<file path="config.mk">
export PLATFORM = sky130hd
export DESIGN_NAME = inching_ctrl
export DESIGN_NICKNAME = d
export VERILOG_FILES = /design/src/logic/inching_pkg.sv /design/src/logic/inching_ctrl.sv /design/src/logic/src_to_level.sv
export VERILOG_INCLUDE_DIRS = /design/src /design/src/logic
export SDC_FILE = /design/constraint.sdc
export NUM_CORES = 2
export LEC_CHECK = 0
export BUFFER_PORTS_ARGS = -buffer_cell sky130_fd_sc_hd__buf_2
export CAP_MARGIN = 20
export CORE_AREA = 2 2 194 387
export DETAILED_ROUTE_END_ITERATION = 7
export DIE_AREA = 0 0 196 389
export PLACE_DENSITY = 0.79
export SLEW_MARGIN = 20
export SYNTH_ARGS = -nofsm -noshare
export SYNTH_HDL_FRONTEND = slang
export SYNTH_SLANG_ARGS = --single-unit
export TNS_END_PERCENT = 100
</file>
<file path="constraint.sdc">
create_clock -name pclk -period 73 [get_ports pclk]
set_input_delay 10.95 -clock pclk [delete_from_list [all_inputs] [get_ports pclk]]
set_output_delay 10.95 -clock pclk [all_outputs]
set_load 0.02 [all_outputs]
</file>
<file path="src/logic/inching_params.svh">
// constants for the two-input inching controller
// assumes a 20 MHz pclk and 32-bit apb word addressing
`ifndef INCHING_PARAMS_SVH
`define INCHING_PARAMS_SVH

// ****************************************
// register offsets
// ****************************************
`define OFF_CTRL 12'h000
`define OFF_SRC_SEL 12'h004
`define OFF_START 12'h008
`define OFF_RAISE_RAMP 12'h00c
`define OFF_LOWER_RAMP 12'h010
`define OFF_NOTCH 12'h014
`define OFF_THRESH 12'h018
`define OFF_STATUS 12'h01c

// ****************************************
// field positions
// ****************************************
`define CTRL_ENABLE_BIT 0
`define CTRL_RAISE_MODE_BIT 1
`define CTRL_LOWER_MODE_BIT 2
`define STATUS_RAISE_LVL_BIT 8
`define STATUS_LOWER_LVL_BIT 9

// ****************************************
// reset values
// ****************************************
`define RST_CTRL 3'h0
`define RST_SRC_SEL 16'h0000
`define RST_START 7'h00
`define RST_RAMP 16'h0000
`define RST_NOTCH 7'h0a
`define RST_THR_MIN 16'h0000
`define RST_THR_MAX 16'hffff

// ****************************************
// range and timing
// ****************************************
`define LEVEL_MAX 7'h64
`define FRAC_BITS 16
`define CLK_HZ 20000000
`define TICK_US 1000

`endif

</file>
<file path="src/logic/inching_pkg.sv">
// types shared by the inching controller files
// assumes inching_params.svh defines the fraction width
`include "inching_params.svh"

package inching_pkg;

    typedef enum logic [3:0] {src_unused, src_pin, src_value} src_kind_type;

    typedef enum logic {mode_ramp, mode_notch} mode_type;

    typedef struct packed {
        logic [6:0] whole;
        logic [`FRAC_BITS-1:0] frac;
    } level_type;

    typedef struct packed {
        logic [15:0] lo;
        logic [15:0] hi;
    } thresh_type;

endpackage

</file>
<file path="src/logic/inching_ctrl.sv">
// two-input inching controller with apb register access
// assumes apb master on pclk; raw pins asynchronous, values from pclk logic
//
// How it works
// - raise and lower inputs each pick a source by type and index
// - both inputs are single bits; multi-valued sources become on/off first
// - value at/below minimum is off, at/above maximum on, hold between
// - raise on with lower off moves the output up
// - lower on with raise off moves the output down
// - both off or both on holds the output unchanged
// - output always stays within 0 to 100 percent
// - ramp mode changes output steadily while input on, pace from ramp time
// - notch mode changes output once per off-to-on edge by notch amount
// - per-direction mode selector: 0 ramp, 1 notch
// - enabled block starts at start value and holds until an input acts
`timescale 1ns/10ps
`include "inching_params.svh"

module inching_ctrl #(
    parameter int N_PIN = 4,
    parameter int N_VAL = 4,
    parameter int TICK_CYCLES = `TICK_US * (`CLK_HZ / 1000000)
) (
    // apb
    input wire logic pclk,
    input wire logic presetn,
    input wire logic psel,
    input wire logic penable,
    input wire logic pwrite,
    input wire logic [11:0] paddr,
    input wire logic [31:0] pwdata,
    output logic [31:0] prdata,
    output logic pready,
    output logic pslverr,
    // signal sources
    input wire logic [N_PIN-1:0] src_pins,
    input wire logic [N_VAL*16-1:0] src_values,
    // output to downstream blocks
    output inching_pkg::level_type level_out
);

    localparam logic [22:0] FULL = {`LEVEL_MAX, {`FRAC_BITS{1'b0}}};

    // ****************************************
    // registers
    // ****************************************
    logic enable_r;
    inching_pkg::mode_type raise_mode_r;
    inching_pkg::mode_type lower_mode_r;
    logic [15:0] src_sel_r;
    logic [6:0] start_r;
    logic [15:0] raise_ramp_r;
    logic [15:0] lower_ramp_r;
    logic [6:0] raise_notch_r;
    logic [6:0] lower_notch_r;
    inching_pkg::thresh_type thr_r;
    logic [31:0] prdata_r;
    logic pslverr_r;
    logic [31:0] rd_nxt;
    logic hit_nxt;
    logic wr_en;

    assign wr_en = psel & penable & pwrite;
    assign pready = 1'b1;
    assign prdata = prdata_r;
    assign pslverr = pslverr_r;

    always_ff @(posedge pclk or negedge presetn)
    begin
        if (!presetn)
        begin
            enable_r <= 1'(`RST_CTRL >> `CTRL_ENABLE_BIT);
            raise_mode_r <= inching_pkg::mode_ramp;
            lower_mode_r <= inching_pkg::mode_ramp;
            src_sel_r <= `RST_SRC_SEL;
            start_r <= `RST_START;
            raise_ramp_r <= `RST_RAMP;
            lower_ramp_r <= `RST_RAMP;
            raise_notch_r <= `RST_NOTCH;
            lower_notch_r <= `RST_NOTCH;
            thr_r <= {`RST_THR_MIN, `RST_THR_MAX};
        end
        else if (wr_en)
        begin
            unique case (paddr)
                `OFF_CTRL:
                begin
                    enable_r <= pwdata[`CTRL_ENABLE_BIT];
                    raise_mode_r <= inching_pkg::mode_type'(pwdata[`CTRL_RAISE_MODE_BIT]);
                    lower_mode_r <= inching_pkg::mode_type'(pwdata[`CTRL_LOWER_MODE_BIT]);
                end
                `OFF_SRC_SEL: src_sel_r <= pwdata[15:0];
                `OFF_START: start_r <= (pwdata[6:0] > `LEVEL_MAX) ? `LEVEL_MAX : pwdata[6:0];
                `OFF_RAISE_RAMP: raise_ramp_r <= pwdata[15:0];
                `OFF_LOWER_RAMP: lower_ramp_r <= pwdata[15:0];
                `OFF_NOTCH:
                begin
                    raise_notch_r <= pwdata[6:0];
                    lower_notch_r <= pwdata[14:8];
                end
                `OFF_THRESH: thr_r <= {pwdata[15:0], pwdata[31:16]};
                default: ;
            endcase
        end
    end

    // ****************************************
    // read path, loaded in the setup phase
    // ****************************************
    logic raise_lvl;
    logic lower_lvl;
    inching_pkg::level_type value_r;

    always_comb
    begin
        rd_nxt = 32'h0000_0000;
        hit_nxt = 1'b1;
        unique case (paddr)
            `OFF_CTRL: rd_nxt = {29'h0, lower_mode_r, raise_mode_r, enable_r};
            `OFF_SRC_SEL: rd_nxt = {16'h0000, src_sel_r};
            `OFF_START: rd_nxt = {25'h0, start_r};
            `OFF_RAISE_RAMP: rd_nxt = {16'h0000, raise_ramp_r};
            `OFF_LOWER_RAMP: rd_nxt = {16'h0000, lower_ramp_r};
            `OFF_NOTCH: rd_nxt = {17'h0, lower_notch_r, 1'b0, raise_notch_r};
            `OFF_THRESH: rd_nxt = {thr_r.hi, thr_r.lo};
            `OFF_STATUS: rd_nxt = {22'h0, lower_lvl, raise_lvl, 1'b0, value_r.whole};
            default: hit_nxt = 1'b0;
        endcase
    end

    always_ff @(posedge pclk or negedge presetn)
    begin
        if (!presetn)
        begin
            prdata_r <= 32'h0000_0000;
            pslverr_r <= 1'b0;
        end
        else if (psel && !penable)
        begin
            prdata_r <= pwrite ? 32'h0000_0000 : rd_nxt;
            pslverr_r <= ~hit_nxt;
        end
    end

    // ****************************************
    // pin synchronisers and source conversion
    // ****************************************
    logic [N_PIN-1:0] pin_meta_r;
    logic [N_PIN-1:0] pin_sync_r;

    always_ff @(posedge pclk or negedge presetn)
    begin
        if (!presetn)
        begin
            pin_meta_r <= '0;
            pin_sync_r <= '0;
        end
        else
        begin
            pin_meta_r <= src_pins;
            pin_sync_r <= pin_meta_r;
        end
    end

    src_to_level #(.N_PIN(N_PIN), .N_VAL(N_VAL)) raise_src (
        .pclk(pclk),
        .presetn(presetn),
        .src_type(src_sel_r[3:0]),
        .src_index(src_sel_r[7:4]),
        .pins_sync(pin_sync_r),
        .values(src_values),
        .thr(thr_r),
        .level_r(raise_lvl)
    );

    src_to_level #(.N_PIN(N_PIN), .N_VAL(N_VAL)) lower_src (
        .pclk(pclk),
        .presetn(presetn),
        .src_type(src_sel_r[11:8]),
        .src_index(src_sel_r[15:12]),
        .pins_sync(pin_sync_r),
        .values(src_values),
        .thr(thr_r),
        .level_r(lower_lvl)
    );

    // ****************************************
    // update tick
    // ****************************************
    logic [31:0] tick_cnt_r;
    logic tick_r;

    always_ff @(posedge pclk or negedge presetn)
    begin
        if (!presetn)
        begin
            tick_cnt_r <= 32'h0000_0000;
            tick_r <= 1'b0;
        end
        else if (tick_cnt_r == 32'(TICK_CYCLES - 1))
        begin
            tick_cnt_r <= 32'h0000_0000;
            tick_r <= 1'b1;
        end
        else
        begin
            tick_cnt_r <= tick_cnt_r + 32'h0000_0001;
            tick_r <= 1'b0;
        end
    end

    // ****************************************
    // inching logic
    // ****************************************
    logic raise_prev_r;
    logic lower_prev_r;
    logic raise_act;
    logic lower_act;
    logic [22:0] raise_step;
    logic [22:0] lower_step;
    logic [23:0] up_sum;
    logic [22:0] cur;
    logic [22:0] delta_up;
    logic [22:0] delta_dn;
    logic [22:0] value_nxt;
    logic go_up;
    logic go_dn;

    assign raise_act = raise_lvl & ~lower_lvl;
    assign lower_act = lower_lvl & ~raise_lvl;
    assign cur = value_r;
    always_ff @(posedge pclk or negedge presetn)
    begin
        if (!presetn)
        begin
            raise_prev_r <= 1'b0;
            lower_prev_r <= 1'b0;
        end
        else
        begin
            raise_prev_r <= raise_lvl;
            lower_prev_r <= lower_lvl;
        end
    end

    // per-tick ramp increment is full scale over the ramp time in ticks
    assign raise_step = (raise_ramp_r == 16'h0000) ? FULL : FULL / {7'h0, raise_ramp_r};
    assign lower_step = (lower_ramp_r == 16'h0000) ? FULL : FULL / {7'h0, lower_ramp_r};
    always_comb
    begin
        go_up = 1'b0;
        go_dn = 1'b0;
        delta_up = raise_step;
        delta_dn = lower_step;
        if (raise_mode_r == inching_pkg::mode_notch)
        begin
            delta_up = {raise_notch_r, {`FRAC_BITS{1'b0}}};
            go_up = raise_act & raise_lvl & ~raise_prev_r;
        end
        else
            go_up = raise_act & tick_r;
        if (lower_mode_r == inching_pkg::mode_notch)
        begin
            delta_dn = {lower_notch_r, {`FRAC_BITS{1'b0}}};
            go_dn = lower_act & lower_lvl & ~lower_prev_r;
        end
        else
            go_dn = lower_act & tick_r;
        up_sum = {1'b0, cur} + {1'b0, delta_up};
        value_nxt = cur;
        if (go_up)
            value_nxt = (up_sum > {1'b0, FULL}) ? FULL : up_sum[22:0];
        else if (go_dn)
            value_nxt = (delta_dn > cur) ? 23'h0 : cur - delta_dn;
    end

    always_ff @(posedge pclk or negedge presetn)
    begin
        if (!presetn)
            value_r <= '0;
        else if (!enable_r)
            value_r <= {start_r, {`FRAC_BITS{1'b0}}};
        else
            value_r <= value_nxt;
    end
    assign level_out = value_r;
endmodule

</file>
<file path="src/logic/src_to_level.sv">
// source selector with on/off hysteresis for one control input
// assumes pins are already synchronised to pclk
`timescale 1ns/10ps
`include "inching_params.svh"

module src_to_level #(
    parameter int N_PIN = 4,
    parameter int N_VAL = 4
) (
    // clock and reset
    input wire logic pclk,
    input wire logic presetn,
    // selection
    input wire logic [3:0] src_type,
    input wire logic [3:0] src_index,
    // candidate sources
    input wire logic [N_PIN-1:0] pins_sync,
    input wire logic [N_VAL*16-1:0] values,
    input wire inching_pkg::thresh_type thr,
    // on/off result
    output logic level_r
);

    logic level_nxt;
    logic [15:0] val_sel;
    int idx;

    // ****************************************
    // selection and hysteresis
    // ****************************************
    always_comb
    begin
        idx = int'(src_index);
        val_sel = 16'h0000;
        level_nxt = 1'b0;
        if (src_type == inching_pkg::src_pin)
        begin
            if (idx >= 1 && idx <= N_PIN)
                level_nxt = pins_sync[idx-1];
        end
        else if (src_type == inching_pkg::src_value)
        begin
            level_nxt = level_r;
            if (idx >= 1 && idx <= N_VAL)
            begin
                val_sel = values[(idx-1)*16 +: 16];
                if (val_sel <= thr.lo)
                    level_nxt = 1'b0;
                else if (val_sel >= thr.hi)
                    level_nxt = 1'b1;
            end
            else
                level_nxt = 1'b0;
        end
    end

    always_ff @(posedge pclk or negedge presetn)
    begin
        if (!presetn)
            level_r <= 1'b0;
        else
            level_r <= level_nxt;
    end
endmodule

</file>
# Yosys cells after proc, flatten, opt, wreduce, memory -nomap -nowiden
# Cells that the tools add are included.
dict set report classes {
  div_mod_pow 2
  n_eq_ne 15
  bitwise 15
  magnitude_cmp 13
  mux 35
  n_addsub 5
  shift 2
  reduce_logical 15
}
# op count
set ops {}
lappend ops {{$pmux W32 S8} 1}
lappend ops {{$mux W23} 9}
lappend ops {{$shiftx A64 B32 Y16} 2}
lappend ops {{$lt A32 B4 Y1 const B} 2}
lappend ops {{$mux W32} 2}
lappend ops {{$eq A12 B5 Y1 const B} 4}
lappend ops {{$div A23 B16 Y23 const A} 2}
lappend ops {{$add A32 B1 Y32 const B} 1}
lappend ops {{$eq A32 B15 Y1 const B} 1}
lappend ops {{$ge A16 B16 Y1} 2}
lappend ops {{$le A16 B16 Y1} 2}
lappend ops {{$logic_not A16 Y1} 2}
lappend ops {{$add A23 B23 Y24} 1}
lappend ops {{$eq A12 B4 Y1 const B} 2}
lappend ops {{$gt A24 B23 Y1 const B} 1}
lappend ops {{$gt A23 B23 Y1} 1}
lappend ops {{$sub A23 B23 Y23} 1}
lappend ops {{$mux W1} 20}
lappend ops {{$reduce_and A2 Y1} 7}
lappend ops {{$eq A12 B3 Y1 const B} 1}
lappend ops {{$logic_not A12 Y1} 1}
lappend ops {{$and A1 B1 Y1} 10}
lappend ops {{$ne A5 B4 Y1 const B} 2}
lappend ops {{$sub A4 B1 Y5 const B} 2}
lappend ops {{12 further kinds} 23}
dict set report totals {
  output_inout_bits 57
  reg_bits 205
}

# Logic depth before layout (Yosys ltp)
dict set report logic_depth {
  ltp_word 8
  mapped_depth 279
}

# Hierarchy
# Synthesis repeated with hierarchy kept, for this count alone.
dict set report hier_totals {
  cells_unflattened 5230
  area_unflattened_um2 40272.4
}
# module cells_each seq_area_each_um2 area_per_inst_um2 n_inst
set modules_own_cells {}
lappend modules_own_cells {inching_ctrl 4902 5104.9 37324.5 1}
lappend modules_own_cells {src_to_level 164 25.0 1473.9 2}

# Worst setup path before layout
# Ideal clock, no wire load.
dict set report synth_path {
  path_type {register to register}
  start {register raise_ramp_r[0]}
  end {register value_r (netlist bit level_out[11])}
  slack_ns 19.562
  period_less_slack_ns 53.438
  path_buffers 28
  path_stages_with_launch 261
  arrival_ns 53.369
  cell_sequence {dfrtp_1 > clkbuf_1 > buf_2 > clkbuf_1 > clkbuf_1 > buf_1 > clkbuf_1 > clkbuf_1 > nand3_1 > ha_1 > o211ai_1 > ha_1 > nor2b_1 > o21ai_0 > a211oi_1 > mux2_2 > ha_1 > o21a_1 > [225 not listed] > o21bai_1 > a21oi_1 > o21bai_1 > a21oi_1 > o21bai_1 > a21oi_1 > o21bai_1 > a21oi_1 > o21bai_1 > a21oi_1 > o21ai_0 > o41ai_1 > o211a_1 > nor3b_1 > nor4b_1 > o21ai_0 > nor4_1 > a221o_1}
}
dict set report synth_via {
  elab_chain_cells 8
  word_cells_on_any_way 9
  cone_classes {add/sub (1); div (1); order compare (1); mux (5); reduce/logical (1)}
}
# element line
set synth_lines {}
lappend synth_lines {{start, declared} inching_ctrl.sv:52} ;# logic [15:0] raise_ramp_r;
lappend synth_lines {{start signal, assigned} inching_ctrl.sv:77} ;# raise_ramp_r <= `RST_RAMP;
lappend synth_lines {{start signal, assigned} inching_ctrl.sv:94} ;# `OFF_RAISE_RAMP: raise_ramp_r <= pwdata[15:0];
lappend synth_lines {{$div A23 B16 Y23 or $logic_not A16 Y1 (tied branches)} inching_ctrl.sv:247} ;# assign raise_step = (raise_ramp_r == 16'h0000) ? FULL : FULL / {7'h0, raise_ramp_r};
lappend synth_lines {{$mux W23 (*)} inching_ctrl.sv:247}
lappend synth_lines {{$mux W23 (*)} inching_ctrl.sv:255} ;# if (raise_mode_r == inching_pkg::mode_notch)
lappend synth_lines {{$add A23 B23 Y24 (*)} inching_ctrl.sv:269} ;# up_sum = {1'b0, cur} + {1'b0, delta_up};
lappend synth_lines {{$gt A24 B23 Y1} inching_ctrl.sv:272} ;# value_nxt = (up_sum > {1'b0, FULL}) ? FULL : up_sum[22:0];
lappend synth_lines {{$mux W23 (*)} inching_ctrl.sv:272}
lappend synth_lines {{$mux W23 (*)} inching_ctrl.sv:271} ;# if (go_up)
lappend synth_lines {{$mux W23 (*)} inching_ctrl.sv:281} ;# else if (!enable_r)
lappend synth_lines {{end signal, assigned} inching_ctrl.sv:282} ;# value_r <= {start_r, {`FRAC_BITS{1'b0}}};
lappend synth_lines {{end signal, assigned} inching_ctrl.sv:284} ;# value_r <= value_nxt;
lappend synth_lines {{end, declared} inching_ctrl.sv:112} ;# inching_pkg::level_type value_r;
# Mark *: on every way between the ends. The rest lies on a longest branch, timed or not.
# A chain may end at the register's enable or synchronous reset.

# Final worst setup path
dict set report layout_path {
  start {register raise_ramp_r[13]}
  end {register value_r (netlist bit level_out[9])}
}
# The elaborated chain is that of the path after synthesis.

==> results.cfg <==
[outcome]
status = completed

[timing]
period_minus_slack_ns = 60.89
maxSlewViolCount = 0
final.setup.tns_ns = 0
period_share_pct = 83.41
rsz0062_at_grt = no
maxClockFrequency_mhz = 16.42
fin_skew_ns = 0.02171
finalSetupViolations = 0
setup_ws_ns = 12.11
slew_headroom_pct = 26.81
tightest_slew_ns = 1.098
hold_viol = 0

[grt]
antenna_found_initial = 7
grt_max_degree = 130
grt-ovfl-total = 0
grt_pass1_vias = 40873
track_usage_pct = 34.43
grt_pass1_wl_microns = 214700

[die]
initial_utilization_pct = 54.57
core_sq_um = 73390
die_area_sq_um = 76240
fp.dieH_microns = 389
die_w_microns = 196
ioPinCount = 174
rows = 141

[hold_path]
hp-class = reg -> reg

[pwr]
peakVddDrop_mv = 0.01601
p_leak_nw = 21.36
power.density_nw_per_um2 = 6.578

[clocking]
cts_setup_buffers = 0
cts.path.max_buffers = 3
cts_hold_buf = 0
cts.clk_slew.worst_paths_ns = 0.06
clock-sinks = 205
cts-root-buf = clkbuf_16
cts_tree = done
cts.htree.levels = 1
cts_buffers = 24
ctsResizeCount = 0
insertion_delay_ns = 0.55

[route]
vias = 42386
viasPerCell = 6.684
routedWlPerCell_microns = 21.40
first_pass_iters = 6
drt_iter0_drc = 3954
routed_wl_microns = 135700
drc = 0
ant_nets = 0

[synthesis]
yosysSeqAreaShare_pct = 12.87
synth_edf_count = 0
synth_area_per_cell_sq_um = 7.594
syn_area_sq_um = 40050
synth_nets = 5959
synth_ff_type = dfrtp_1
netlist_instances = 5274
ys_types = 116
ys_seq_elements = 205
async_flop_share_pct = 100.0
ys_warn_count = 0

[setup_path]
critPathLaunchType = flip-flop
slowest_stage = nor2_2
crit_type = reg -> reg
end_kind = flip-flop
critical_path_required_ns = 73.45
cpLargestDelayFamily = compound AO/OA/AOI/OAI gates
crit_buf_inv = 8
critPathArrivalTime_ns = 61.34
slowest_delay_ns = 0.79
cp_max_fo = 27
cp_common_cell = o21ai_0

[placement]
place_ws_ns = 13.52
port_buffers = 172
place_congestion = 1.011
place_hpwl_microns = 104700

[finish]
final_nets = 6077
syn_to_final_growth_pct = 7.148
final_common_cell = ha_1
final_cell_mix = ha_1, nor2_1, nand2_1
layout-drive-gt1-share_pct = 11.26

[job]
drv_cap = 0
flip-flops by register name, summed over array words and instances (netlist names), 4 cells and up:
register / count
prdata: 32
lower_ramp_r: 16
pin_meta_r: 4
pin_sync_r: 4
raise_notch_r: 7
thr_r: 32
src_sel_r: 16
raise_ramp_r: 16
start_r: 7
level_out: 23
tick_cnt_r: 32
lower_notch_r: 7
where the power goes:
part           total [mW]  leakage (nW)  internal, mW  switching, mW
combinational      0.0386          18.5        0.0157         0.0230
sequential          0.115          2.48         0.114       0.000391
clock               0.129         0.412        0.0785         0.0507
path summary, 6_finish.rpt:
path / to / from / slack [ns] / cells after the start
setup / recovery: level_out[9] / raise_ramp_r[13] / 12.11 / 245
hold / removal: pin_sync_r[3] / pin_meta_r[3] / 0.35 / 0
setup reg to reg: level_out[9] / raise_ramp_r[13] / 12.11 / 245
hold reg to reg: pin_sync_r[3] / pin_meta_r[3] / 0.35 / 0
max in group asynchronous: lower_ramp_r[0] / presetn / 60.88 / 3
min in group asynchronous: tick_cnt_r[8] / presetn / 10.33 / 1
layout make-up:
| class | count | area (sq um) |
|---|---|---|
| Fill cell | 6710 | 30480 |
| Sequential cell | 205 | 5157 |
| Tap cell | 929 | 1162 |
| Multi-Input combinational cell | 4669 | 33410 |
| Clock buffer | 36 | 716.9 |
| Clock inverter | 8 | 121.4 |
| Antenna cell | 2 | 5.005 |
| Inverter | 253 | 949.7 |
| Timing Repair Buffer | 239 | 1393 |
synthesized netlist by cell type (21+ instances only):
library cell / number / area (sq um)
a211oi_1: 45 / 337.8
a21boi_0: 28 / 210.2
a21o_1: 159 / 1194
a21oi_1: 406 / 2032
a221oi_1: 21 / 183.9
a22o_1: 26 / 227.7
a22oi_1: 25 / 187.7
a31o_2: 23 / 201.4
a31oi_1: 61 / 381.6
and2_1: 36 / 225.2
and3_1: 54 / 337.8
clkbuf_1: 117 / 439.2
dfrtp_1: 185 / 4629
ha_1: 566 / 7082
inv_1: 252 / 945.9
mux2_2: 165 / 1858
mux2i_1: 37 / 370.4
mux4_2: 34 / 765.7
nand2_1: 466 / 1749
nand2b_1: 112 / 700.7
nand3_1: 103 / 515.5
nand4_1: 56 / 350.3
nor2_1: 477 / 1790
nor2b_1: 115 / 719.4
nor3_1: 150 / 750.7
nor4_1: 34 / 212.7
o211ai_1: 43 / 322.8
o21a_1: 128 / 960.9
o21ai_0: 389 / 1947
o21bai_1: 60 / 450.4
o31a_1: 22 / 192.7
o31ai_1: 65 / 488.0
or2_2: 29 / 181.4
or3_1: 59 / 369.1
xnor2_1: 230 / 2014
xor2_1: 115 / 1007
through the flow:
stage	util, %	total power, mW	hold WS (ns)	instance area (sq um)	std cells
2_1_floorplan	-	0.1404	0.3312	40050	5274
3_3_place_gp	57.26	0.1530	0.3375	42030	6294
3_5_place_dp	57.27	0.1542	0.3363	42030	6294
4_1_cts	58.42	0.2819	0.3496	42870	6338
5_1_grt	58.47	0.2905	0.3640	42910	6339
6_report	58.47	0.2823	0.3499	42910	6341
kinds of logic after synthesis:
logic type      count (synthesis)  share of synthesized area, %
simple gates                 1779                         21.67
compound gates               1735                         28.63
fa+ha+maj                     568                         17.78
buf+inv                       400                         3.852
xor+xnor                      345                         7.545
mux                           241                         7.635
flops                         205                         12.87
other cells                     1                      0.009363
per-layer routing:
layer  share of wire, %  track usage [%]  vias to the layer above  wire [microns]
met5              0.051                0                        -              69
met4                5.4            16.38                       12            7346
li1                   -                -                    19909               -
met1                 40            43.86                    19885           53760
met3                9.7            5.167                      466           13150
met2                 45            56.93                     2114           61380
Note: power is estimated with default switching activity, not from simulation.
